File: src/hdl/msfc_pkg.sv
// Purpose: constants and types of the motor stop, speed pulse and fault block
// Assumes: 40 MHz clock, 32-bit classic Wishbone register bus
// Notes:   register offsets are byte addresses of aligned words
package msfc_pkg;
   // register byte offsets
   localparam logic [7:0] MSFC_CTRL_OFS  = 8'h00;
   localparam logic [7:0] MSFC_THR_OFS   = 8'h04;
   localparam logic [7:0] MSFC_CAP_OFS   = 8'h08;
   localparam logic [7:0] MSFC_TIME_OFS  = 8'h0c;
   localparam logic [7:0] MSFC_RETRY_OFS = 8'h10;
   localparam logic [7:0] MSFC_CMD_OFS   = 8'h14;
   localparam logic [7:0] MSFC_STAT_OFS  = 8'h18;
   // reset values and writable masks
   localparam logic [31:0] MSFC_CTRL_RST  = 32'h0000_0100;
   localparam logic [31:0] MSFC_CTRL_MASK = 32'h0000_7fff;
   localparam logic [31:0] MSFC_TIME_MASK = 32'h0000_ffff;
   localparam logic [31:0] MSFC_WORD_RST  = 32'h0000_0000;
   // command bit positions
   localparam int MSFC_CMD_CLR   = 0;
   localparam int MSFC_CMD_STOP  = 1;
   localparam int MSFC_CMD_START = 2;
   // stop method and open-loop policy codes
   localparam logic [2:0] MSFC_STOP_COAST = 3'h0;
   localparam logic [2:0] MSFC_STOP_LSB   = 3'h2;
   localparam logic [2:0] MSFC_STOP_SPIN  = 3'h4;
   localparam logic [1:0] MSFC_OL_HIGH    = 2'h1;
   localparam logic [1:0] MSFC_OL_FIRST   = 2'h2;
   // timing
   localparam int MSFC_CLK_NS = 25;
   localparam int MSFC_MS_NS  = 1000000;
   localparam int MSFC_MS_CYC = MSFC_MS_NS / MSFC_CLK_NS;
   // hysteresis divisor, 5 percent of the cap
   localparam logic [15:0] MSFC_HYST_DIV = 16'h0014;
   // control register layout
   typedef struct packed {
      logic [16:0] rsvd;
      logic        alarm_en;
      logic        act_brake_en;
      logic        cap_en;
      logic [3:0]  divider;
      logic        idle_high;
      logic        fault_high;
      logic [1:0]  ol_policy;
      logic        extent;
      logic [2:0]  method;
   } msfc_ctrl_type;
   // power stage request, all zero is hi-z
   typedef struct packed {
      logic       pwm_en;
      logic [2:0] ls_on;
   } msfc_gate_type;
   // fault condition levels by class
   typedef struct packed {
      logic latched;
      logic retry_slow;
      logic retry_fast;
      logic report;
   } msfc_fault_type;
   typedef enum logic [2:0] {
      MSFC_IDLE,
      MSFC_RUN,
      MSFC_RAMP_BRK,
      MSFC_BRAKE,
      MSFC_RAMP_SPIN,
      MSFC_PIN_RAMP,
      MSFC_PIN_BRAKE
   } msfc_state_type;
endpackage

File: src/hdl/msfc_top.sv
// Purpose: stop sequencing, speed pulse, supply current cap, fault pins
// Assumes: speed, emf and current inputs synchronous to clk_i
// Notes:   elec_tick_i pulses twice per electrical cycle
`timescale 1ns/1ps
module msfc_top
   import msfc_pkg::*;
#(
   parameter int unsigned MS_CYCLES = MSFC_MS_CYC
)
(
   input  wire logic           clk_i,
   input  wire logic           rst_i,
   input  wire logic           wb_cyc_i,
   input  wire logic           wb_stb_i,
   input  wire logic           wb_we_i,
   input  wire logic [7:0]     wb_adr_i,
   input  wire logic [3:0]     wb_sel_i,
   input  wire logic [31:0]    wb_dat_i,
   output logic      [31:0]    wb_dat_o,
   output logic                wb_ack_o,
   input  wire logic           brake_pin_i,
   input  wire logic [15:0]    speed_i,
   input  wire logic [15:0]    bemf_i,
   input  wire logic           elec_tick_i,
   input  wire logic           openloop_i,
   input  wire logic           wake_i,
   input  wire msfc_fault_type fault_i,
   input  wire logic [15:0]    bus_current_i,
   input  wire logic [15:0]    speed_ref_i,
   input  wire logic [15:0]    current_ref_i,
   input  wire logic [15:0]    current_meas_i,
   output msfc_gate_type       gate_o,
   output logic                decel_o,
   output logic      [15:0]    ramp_target_o,
   output logic                speed_pulse_out_o,
   output logic                fault_n_out_o,
   output logic                alarm_o,
   output logic      [15:0]    clamped_speed_target_o,
   output logic      [15:0]    clamped_current_target_o
);

   // smaller of two words
   function automatic logic [15:0] msfc_min(input logic [15:0] a,
                                            input logic [15:0] b);
      return (a < b) ? a : b;
   endfunction

   // byte-lane write merge
   function automatic logic [31:0] msfc_merge(input logic [31:0] old_v,
                                              input logic [31:0] new_v,
                                              input logic [3:0]  sel);
      logic [31:0] res;
      res = old_v;
      for (int i = 0; i < 4; i++)
         if (sel[i])
            res[8*i +: 8] = new_v[8*i +: 8];
      return res;
   endfunction

   msfc_ctrl_type  ctrl_r;
   logic [31:0]    thr_r;
   logic [31:0]    cap_r;
   logic [31:0]    time_r;
   logic [31:0]    retry_r;
   logic           ack_r;
   logic [31:0]    dat_r;
   msfc_state_type state_r;
   msfc_state_type state_nxt;
   logic [15:0]    pre_r;
   logic [15:0]    brk_cnt_r;
   logic [15:0]    retry_cnt_r;
   logic           latched_r;
   logic           limiting_r;
   logic           limiting_nxt;
   msfc_gate_type  gate_r;
   msfc_gate_type  gate_nxt;
   logic           decel_r;
   logic [15:0]    target_r;
   logic [3:0]     div_cnt_r;
   logic           tog_r;
   logic           pulse_r;
   logic           pulse_nxt;
   logic           first_r;
   logic           ol_q_r;
   logic           fault_n_r;
   logic           alarm_r;
   logic [15:0]    clamp_spd_r;
   logic [15:0]    clamp_cur_r;

   // bus decode
   wire        req      = wb_cyc_i & wb_stb_i & ~ack_r;
   wire        wr       = req & wb_we_i;
   wire [7:0]  adr_w    = {wb_adr_i[7:2], 2'h0};
   wire        hit_ctrl = (adr_w == MSFC_CTRL_OFS);
   wire        hit_thr  = (adr_w == MSFC_THR_OFS);
   wire        hit_cap  = (adr_w == MSFC_CAP_OFS);
   wire        hit_time = (adr_w == MSFC_TIME_OFS);
   wire        hit_rty  = (adr_w == MSFC_RETRY_OFS);
   wire        hit_cmd  = (adr_w == MSFC_CMD_OFS);
   wire        hit_stat = (adr_w == MSFC_STAT_OFS);
   wire        cmd_wr   = wr & hit_cmd & wb_sel_i[0];
   wire        clr_cmd  = cmd_wr & wb_dat_i[MSFC_CMD_CLR];
   wire        stop_cmd = cmd_wr & wb_dat_i[MSFC_CMD_STOP];
   wire        start_cmd = cmd_wr & wb_dat_i[MSFC_CMD_START];

   // configuration fields
   wire [15:0] brk_thr   = thr_r[15:0];
   wire [15:0] spin_thr  = thr_r[31:16];
   wire [15:0] cap_val   = cap_r[15:0];
   wire [15:0] emf_floor = cap_r[31:16];
   wire [15:0] brk_ms    = time_r[15:0];
   wire [15:0] fast_ms   = retry_r[15:0];
   wire [15:0] slow_ms   = retry_r[31:16];
   wire        alarm_en  = ctrl_r.alarm_en;
   wire        idle_high = ctrl_r.idle_high;
   wire        flt_high  = ctrl_r.fault_high;
   wire        ab_en     = ctrl_r.act_brake_en;

   // fault classification
   wire        rc         = fault_i.retry_slow | fault_i.retry_fast;
   wire        retry_act  = rc | (retry_cnt_r != 16'h0000);
   wire        actionable = latched_r | retry_act;
   wire        drive_en   = ~actionable;
   wire [15:0] rty_load   = fault_i.retry_slow ? slow_ms : fast_ms;
   wire        ms_tick    = (pre_r == 16'(MS_CYCLES - 1));

   // status word
   wire [31:0] stat_w = {23'h0, alarm_r, fault_n_r, drive_en, retry_act,
                         latched_r, limiting_r, 3'(state_r)};

   // read mux, unmapped reads as zero
   wire [31:0] rd_w = hit_ctrl ? 32'(ctrl_r) :
                      hit_thr  ? thr_r :
                      hit_cap  ? cap_r :
                      hit_time ? time_r :
                      hit_rty  ? retry_r :
                      hit_stat ? stat_w : 32'h0000_0000;

   // bus answer, one cycle after the request
   always_ff @(posedge clk_i)
   begin
      ack_r <= ~rst_i & req;
      dat_r <= rst_i ? 32'h0000_0000 : (req ? rd_w : dat_r);
   end

   // configuration registers
   always_ff @(posedge clk_i)
   begin
      if (rst_i)
      begin
         ctrl_r  <= msfc_ctrl_type'(MSFC_CTRL_RST);
         thr_r   <= MSFC_WORD_RST;
         cap_r   <= MSFC_WORD_RST;
         time_r  <= MSFC_WORD_RST;
         retry_r <= MSFC_WORD_RST;
      end
      else if (wr)
      begin
         if (hit_ctrl)
            ctrl_r <= msfc_ctrl_type'(MSFC_CTRL_MASK &
                      msfc_merge(32'(ctrl_r), wb_dat_i, wb_sel_i));
         if (hit_thr)
            thr_r <= msfc_merge(thr_r, wb_dat_i, wb_sel_i);
         if (hit_cap)
            cap_r <= msfc_merge(cap_r, wb_dat_i, wb_sel_i);
         if (hit_time)
            time_r <= MSFC_TIME_MASK &
                      msfc_merge(time_r, wb_dat_i, wb_sel_i);
         if (hit_rty)
            retry_r <= msfc_merge(retry_r, wb_dat_i, wb_sel_i);
      end
   end

   // millisecond prescaler
   always_ff @(posedge clk_i)
   begin
      pre_r <= (rst_i | ms_tick) ? 16'h0000 : pre_r + 16'h0001;
   end

   always_ff @(posedge clk_i)
   begin
      if (rst_i)
         latched_r <= 1'b0;
      else if (fault_i.latched)
         latched_r <= 1'b1;
      else if (clr_cmd)
         latched_r <= 1'b0;
   end

   // retry wait keeps the longer time
   always_ff @(posedge clk_i)
   begin
      if (rst_i)
         retry_cnt_r <= 16'h0000;
      else if (rc)
         retry_cnt_r <= (rty_load > retry_cnt_r) ? rty_load : retry_cnt_r;
      else if (ms_tick && retry_cnt_r != 16'h0000)
         retry_cnt_r <= retry_cnt_r - 16'h0001;
   end

   // stop and brake sequencing
   always_comb
   begin
      state_nxt = state_r;
      if (!drive_en)
         state_nxt = MSFC_IDLE;
      else if (brake_pin_i && state_r != MSFC_PIN_RAMP &&
               state_r != MSFC_PIN_BRAKE)
         state_nxt = (speed_i < brk_thr) ? MSFC_PIN_BRAKE : MSFC_PIN_RAMP;
      else
         case (state_r)
            MSFC_IDLE:
               if (start_cmd)
                  state_nxt = MSFC_RUN;
            MSFC_RUN:
               if (stop_cmd)
                  case (ctrl_r.method)
                     MSFC_STOP_LSB:
                        state_nxt = (speed_i < brk_thr) ? MSFC_BRAKE :
                                    MSFC_RAMP_BRK;
                     MSFC_STOP_SPIN:
                        state_nxt = MSFC_RAMP_SPIN;
                     default:
                        state_nxt = MSFC_IDLE;
                  endcase
            MSFC_RAMP_BRK:
               if (speed_i <= brk_thr)
                  state_nxt = MSFC_BRAKE;
            MSFC_BRAKE:
               if (brk_cnt_r == 16'h0000)
                  state_nxt = MSFC_IDLE;
            MSFC_RAMP_SPIN:
               if (speed_i <= spin_thr)
                  state_nxt = MSFC_IDLE;
            MSFC_PIN_RAMP:
               if (!brake_pin_i)
                  state_nxt = MSFC_IDLE;
               else if (speed_i <= brk_thr)
                  state_nxt = MSFC_PIN_BRAKE;
            MSFC_PIN_BRAKE:
               if (!brake_pin_i)
                  state_nxt = MSFC_IDLE;
            default:
               state_nxt = MSFC_IDLE;
         endcase
   end

   // power stage request from next state
   wire nxt_ramp  = (state_nxt == MSFC_RAMP_BRK) ||
                    (state_nxt == MSFC_RAMP_SPIN) ||
                    (state_nxt == MSFC_PIN_RAMP);
   wire nxt_brake = (state_nxt == MSFC_BRAKE) ||
                    (state_nxt == MSFC_PIN_BRAKE);
   assign gate_nxt.pwm_en = nxt_ramp | (state_nxt == MSFC_RUN);
   assign gate_nxt.ls_on  = {3{nxt_brake}};
   wire brk_entry = (state_nxt == MSFC_BRAKE) && (state_r != MSFC_BRAKE);

   // state, gate and ramp registers
   always_ff @(posedge clk_i)
   begin
      state_r  <= rst_i ? MSFC_IDLE : state_nxt;
      gate_r   <= rst_i ? msfc_gate_type'(0) : gate_nxt;
      decel_r  <= ~rst_i & nxt_ramp;
      target_r <= (rst_i | ~nxt_ramp) ? 16'h0000 :
                  (state_nxt == MSFC_RAMP_SPIN) ? spin_thr : brk_thr;
   end

   always_ff @(posedge clk_i)
   begin
      if (rst_i)
         brk_cnt_r <= 16'h0000;
      else if (brk_entry)
         brk_cnt_r <= brk_ms;
      else if (ms_tick && brk_cnt_r != 16'h0000)
         brk_cnt_r <= brk_cnt_r - 16'h0001;
   end

   wire [3:0] div_n   = (ctrl_r.divider == 4'h0) ? 4'h1 : ctrl_r.divider;
   wire       div_end = (div_cnt_r + 4'h1) >= div_n;
   always_ff @(posedge clk_i)
   begin
      if (rst_i)
      begin
         div_cnt_r <= 4'h0;
         tog_r     <= 1'b0;
      end
      else if (elec_tick_i)
      begin
         div_cnt_r <= div_end ? 4'h0 : div_cnt_r + 4'h1;
         tog_r     <= tog_r ^ div_end;
      end
   end

   // first start after power-on or wake, wake wins
   always_ff @(posedge clk_i)
   begin
      ol_q_r <= ~rst_i & openloop_i;
      if (rst_i | wake_i)
         first_r <= 1'b1;
      else if (ol_q_r & ~openloop_i)
         first_r <= 1'b0;
   end

   // pulse extent, driving or emf above floor
   wire pulse_act = gate_r.pwm_en | (ctrl_r.extent & (bemf_i >= emf_floor));
   wire ol_hold = openloop_i & ((ctrl_r.ol_policy == MSFC_OL_HIGH) |
                  ((ctrl_r.ol_policy == MSFC_OL_FIRST) & ~first_r));
   assign pulse_nxt = !drive_en  ? flt_high :
                      !pulse_act ? idle_high :
                      ol_hold    ? 1'b1 : tog_r;

   // release level 5 percent under the cap
   wire [15:0] hyst_lo   = cap_val - (cap_val / MSFC_HYST_DIV);
   wire        cap_allow = ctrl_r.cap_en & ~ab_en;
   assign limiting_nxt = !cap_allow ? 1'b0 :
                         (bus_current_i > cap_val) ? 1'b1 :
                         (bus_current_i < hyst_lo) ? 1'b0 : limiting_r;

   wire fault_n_nxt = ~(actionable | (fault_i.report & ~alarm_en));
   wire alarm_nxt   = alarm_en & (actionable | fault_i.report);

   // output registers
   always_ff @(posedge clk_i)
   begin
      pulse_r    <= ~rst_i & pulse_nxt;
      limiting_r <= ~rst_i & limiting_nxt;
      fault_n_r  <= rst_i | fault_n_nxt;
      alarm_r    <= ~rst_i & alarm_nxt;
   end

   always_ff @(posedge clk_i)
   begin
      clamp_spd_r <= rst_i ? 16'h0000 : (limiting_r ?
                     msfc_min(speed_ref_i, speed_i) : speed_ref_i);
      clamp_cur_r <= rst_i ? 16'h0000 : (limiting_r ?
                     msfc_min(current_ref_i, current_meas_i) : current_ref_i);
   end

   // limiting flag reaches status and outputs
   assign wb_ack_o                 = ack_r;
   assign wb_dat_o                 = dat_r;
   assign gate_o                   = gate_r;
   assign decel_o                  = decel_r;
   assign ramp_target_o            = target_r;
   assign speed_pulse_out_o        = pulse_r;
   assign fault_n_out_o            = fault_n_r;
   assign alarm_o                  = alarm_r;
   assign clamped_speed_target_o   = clamp_spd_r;
   assign clamped_current_target_o = clamp_cur_r;

   wire go = drive_en & ~brake_pin_i;
endmodule

File: config.mk
export PLATFORM = sky130hd
export DESIGN_NAME = msfc_top
export DESIGN_NICKNAME = d
export VERILOG_FILES = /design/src/hdl/msfc_pkg.sv /design/src/hdl/msfc_top.sv
export SDC_FILE = /design/constraint.sdc
export NUM_CORES = 1
export LEC_CHECK = 0
export ABC_AREA = 1
export BUFFER_PORTS_ARGS = -buffer_cell sky130_fd_sc_hd__buf_2
export CORE_MARGIN = 2
export CORE_UTILIZATION = 58
export CTS_CLUSTER_SIZE = 16
export DETAILED_ROUTE_END_ITERATION = 16
export PLACE_DENSITY = 0.81
export SYNTH_ARGS = -nofsm -noshare
export SYNTH_HDL_FRONTEND = slang
export SYNTH_SLANG_ARGS = --single-unit
export TNS_END_PERCENT = 100
File: constraint.sdc
create_clock -name clk_i -period 7.58 [get_ports clk_i]
set_clock_uncertainty 0.05 [all_clocks]
set_input_delay 0 -clock clk_i [delete_from_list [all_inputs] [get_ports clk_i]]
set_output_delay 0 -clock clk_i [all_outputs]
set_load 0.05 [all_outputs]
After elaboration in Yosys (flattened, before gate mapping):

Index checks and enable logic that the tools add are counted.

* eq/ne operators: 27
* bitwise logic cells: 43
* mux-type cells: 41
* reductions and logical operators: 34
* $lt $le $gt $ge: 10
* divide/modulo/power cells: 1
* $add $sub $neg: 5

Operators by type and width (number)
* two-way mux 16 bit: 11
* two-way mux 32 bit: 5
* < comparator 16 bit: 4
* AND reduction 3 bit: 16
* greater-than comparator 16 bit: 2
* less-or-equal comparator 16 bit: 2
* nonzero test 16 bit: 2
* subtractor 16 x 1 -> 16 bit, second input constant: 2
* two-way mux 3 bit: 10
* AND 1 bit: 21
* == test 3 bit, second input constant: 7
* case mux 3 bit (7 select lines): 1
* == test 6 x 3 -> 1 bit, second input constant: 3
* adder 16 x 1 -> 16 bit, second input constant: 1
* divider 16 x 5 -> 16 bit, second input constant: 1
* == test 16 bit, second input constant: 1
* >= comparator 16 bit: 1
* logical NOT 16 bit: 1
* subtractor 16 bit: 1
* == test 3 x 2 -> 1 bit, second input constant: 5
* == test 6 x 2 -> 1 bit, second input constant: 2
* OR 1 bit: 12
* two-way mux 1 bit: 9
* two-way mux 9 bit: 1
* other kinds (21): 40

* register bits: 274
* word-level logic and storage cells: 205

Logic depth before layout (Yosys ltp):

* depth after elaboration: 15
* gate-level depth with buffers: 72
* depth with buffers taken out: 71

Least setup slack after synthesis:

Ideal clock, no wire load.

* path kind: reg-to-reg
* start: register cap_r[13]
* end: register limiting_r
* arrival: 6423 ps
* cell stages (with the launch flop): 64
* slack: 1011 ps
* data required time: 7434 ps
* cell sequence: dfxtp_1 -> buf_6 -> inv_2 -> nand2_2 -> o31ai_1 -> nand2_2 -> o211ai_1 -> inv_2 -> a21oi_4 -> nand2_2 -> nand2_1 -> nand2_1 -> nand2_1 -> inv_2 -> nand2_4 -> nand3_2 -> nand3_1 -> nand2_4 -> (+28 left out) -> and2_1 -> inv_1 -> a21oi_1 -> o21bai_1 -> a21oi_1 -> o21bai_1 -> a21oi_1 -> o21ai_0 -> a21oi_1 -> o21bai_1 -> a211o_1 -> nor2_1 -> xor2_1 -> ha_1 -> nand4_1 -> o221ai_1 -> a22oi_1 -> nor4b_1

* cells in the longest elaborated chain, start to end: 7
* elaborated cells between the ends (all ways): 8

Ends and longest elaborated chain
* start, declared: RTL line msfc_top.sv:62 `logic [31:0] cap_r;`
* start signal, assigned: RTL line msfc_top.sv:165 `cap_r <= msfc_merge(cap_r, wb_dat_i, wb_sel_i);`
* divider 16 x 5 -> 16 bit: RTL line msfc_top.sv:313 `wire [15:0] hyst_lo = cap_val - (cap_val / MSFC_HYST_DIV);`
* subtractor 16 bit: RTL line msfc_top.sv:313
* < comparator 16 bit: RTL line msfc_top.sv:317 `(bus_current_i < hyst_lo) ? 1'b0 : limiting_r;`
* two-way mux 1 bit: RTL line msfc_top.sv:317
* two-way mux 1 bit (*): RTL line msfc_top.sv:316 `(bus_current_i > cap_val) ? 1'b1 :`
* two-way mux 1 bit (*): RTL line msfc_top.sv:315 `assign limiting_nxt = !cap_allow ? 1'b0 :`
* AND 1 bit (*): RTL line msfc_top.sv:326 `limiting_r <= ~rst_i & limiting_nxt;`
* end signal, assigned: RTL line msfc_top.sv:326
* end, declared: RTL line msfc_top.sv:73 `logic limiting_r;`

Every way passes the cells marked *; elsewhere a longest branch is shown, timed or not.
A chain may end at the register's enable or synchronous reset.

Worst setup path in the final report:

* start: register cap_r[14]
* end: register limiting_r

Same word-level chain as after synthesis.

==> results.sh <==
export IMPL_clock_sinks=274
export IMPL_dieArea_um2=28500
export IMPL_layout_drive_gt1_share_pct=17.4
export IMPL_cp_start_kind="register"
export IMPL_cpPeakStageDelay_ns=0.38
export IMPL_htree_levels=1
export IMPL_syn2layout_area_growth_pct=25.0
export IMPL_gp_congestion=0.963
export IMPL_postRouteAntennaNets=0
export IMPL_criticalPathCategory="register to register"
export IMPL_dieWidth_um=169
export IMPL_syn_avg_cell_area_um2=7.24
export IMPL_rsz0062_at_grt="true"
export IMPL_synth_cell_area_um2=15800
export IMPL_routed_wl_um=52500
export IMPL_place_area_um2=17100
export IMPL_final_design_area_no_fill_um2=19700
export IMPL_firstDrtPassIters=6
export IMPL_crit_path_end_kind="register"
export IMPL_start_util_pct=58.9
export IMPL_worst_hold_slack_ns=0.0487
export IMPL_synth_nets=2477
export IMPL_grt_max_degree=119
export IMPL_antennaDiodeCount=0
export IMPL_grt_pass1_vias=15887
export IMPL_drc=0
export IMPL_peakVddDrop_v=0.000212
export IMPL_grt_ovfl_total=0
export IMPL_pin_count=242
export IMPL_critical_path_arrival_ns=7.81
export IMPL_viasPerCell=5.91
export IMPL_p_per_area_nw_per_um2=197
export IMPL_drv_slew=0
export IMPL_cts_root_buf="clkbuf_16"
export IMPL_required_ns=7.92
export IMPL_worst_path_most_repeated_cell="nand2_2"
export IMPL_ys_seq_area_share_pct=34.8
export IMPL_layout_commonest_cell="a21oi_1"
export IMPL_cts_made_buffers=28
export IMPL_tritoncts="built"
export IMPL_ys_ff_latch=274
export IMPL_clk_pin_slew_ns=0.07
export IMPL_max_cap_violations=0
export IMPL_wl_per_cell_um=18.3
export IMPL_dp_cells=2684
export IMPL_slowest_stage="dfxtp_4"
export IMPL_synthDistinctLibCells=52
export IMPL_vias=16912
export IMPL_outcome="completed"
export IMPL_setup_violations=0
export IMPL_initialDrtViolationCount=1507
export IMPL_cp_max_fo=6
export IMPL_dp_hpwl_um=36100
export IMPL_synth_edf_count=0
export IMPL_finalNonFillerCells=2864
export IMPL_synthCells=2178
export IMPL_hp_class="input pin to register"
export IMPL_fmax_mhz=134
export IMPL_finalCriticalPeriod_ns=7.47
export IMPL_rows=60
export IMPL_grt_pass1_wl_um=80400
export IMPL_yosysWarningCount=0
export IMPL_post_route_period_util_pct=98.6
export IMPL_die_h_um=169
export IMPL_track_usage_pct=34.9
export IMPL_clock_path_buffers=3
export IMPL_synth_async_reset_ratio_pct=0
export IMPL_maxSlewHeadroom_pct=16.7
export IMPL_p_leak_nw=8.75
export IMPL_io_buffers=239
export IMPL_synthFlopType="dfxtp_1"
export IMPL_core_area_um2=26800
export IMPL_worst_slew_pin_slew_ns=1.25
export IMPL_antenna_found_initial=0
export IMPL_insertion_delay_ns=0.55
export IMPL_reg2reg_slack_ns=0.11
export IMPL_layout_common_cells="285 x a21oi_1, 270 x dfxtp_1, 268 x nand2_1"
export IMPL_hold_viol_final=0
export IMPL_nets=2801
repair_timing:
item / CTS / global route
hold endpoints to repair: 183 / 0
setup endpoints to repair: 1 / 1
hold buffers: 110 / 0
gates resized for setup: 1 / 84
setup buffers: 0 / 19
pin swaps: 0 / 52
through the flow:
| step | util [%] | worst slack [ns] | power, mW | TNS (ns) |
|---|---|---|---|---|
| after global routing | 73.6 | -0.450 | 4.04 | -0.450 |
| after detailed placement | 64.0 | 0.0119 | 2.31 | 0 |
| final | 73.6 | 0.109 | 3.88 | 0 |
| after floorplan | - | 1.01 | 2.10 | 0 |
| after CTS | 71.9 | 0.0734 | 3.84 | 0 |
| after global placement | 64.0 | 0.387 | 2.28 | 0 |
path summary, 6_finish.rpt:
check,start,endpoint,cells after the start
hold / removal,wb_sel_i[1],ctrl_r[8]$_SDFFE_PP1P_,4
hold reg to reg,pre_r[0]$_SDFF_PP0_,pre_r[0]$_SDFF_PP0_,1
setup reg to reg,cap_r[14]$_SDFFE_PP0P_,limiting_r$_DFF_P_,66
setup / recovery,cap_r[14]$_SDFFE_PP0P_,limiting_r$_DFF_P_,66
cell type report:
cell class,count,area [um^2]
multi-input cells,1530,9170
inverters,292,1110
flip-flops and latches,274,5500
well taps,341,427
clock buffers,39,823
fillers,2018,7080
repair buffers,376,2500
clock inverters,12,194
cell usage after synthesis (21+ instances only):
cell      number  area, um^2
a21oi_1      292        1460
clkbuf_1      78         293
dfxtp_1      274        5490
ha_1         145        1810
inv_1        267        1000
nand2_1      288        1080
nand2_2       21         131
nand3_1       84         420
nand4_1       24         150
nor2_1       175         657
nor3_1        28         140
o21ai_0      263        1320
o22ai_1       23         144
xor2_1        32         280
critical path, delay by kind of cell, from the launching register on:
kind / cells / cell delay (ns)
simple gates: 39 / 3.19
xor+xnor: 1 / 0.13
fa+ha+maj: 2 / 0.54
buf+inv: 10 / 0.83
flops: 1 / 0.38
compound gates: 14 / 2.16
layer usage:
metal / wire length [um] / track usage (%) / vias up / share of wire (%)
li1: - / - / 8055 / -
met3: 4300 / 5.92 / 196 / 8.2
met5: 0 / 0 / - / 0
met2: 24300 / 58.5 / 873 / 46
met4: 2890 / 18.0 / 0 / 5.5
met1: 20900 / 43.1 / 7788 / 40
registers in the layout (all words and copies together), names as in the netlist, 2 cells and up:
signal / cells
thr_r: 32
retry_r: 32
cap_r: 32
brk_cnt_r: 16
ramp_target_o: 16
gate_o: 2
retry_cnt_r: 16
clamped_speed_target_o: 16
wb_dat_o: 32
div_cnt_r: 4
ctrl_r: 11
state_r: 3
time_r: 16
pre_r: 16
clamped_current_target_o: 16
logic make-up (layout without fill, tap and decap cells):
logic type                 after synthesis  count (layout)  synth area share [%]
xor gates and xnor gates                42              42                  2.33
muxes                                    1               1                0.0635
and+or+nand+nor                        663             663                  18.6
DFF                                    274             274                  34.8
buffers and inverters                  374             719                  9.00
adders and majority gates              146             146                  11.6
AOI/OAI and AO/OA                      678             678                  23.6
where the power goes:
group	internal [mW]	total, mW	leakage, nW	switching, mW
Clock	0.926	1.52	0.496	0.591
Combinational	0.309	0.833	6.03	0.524
Sequential	1.49	1.53	2.22	0.0413
Note: power is estimated with default switching activity, not from simulation.
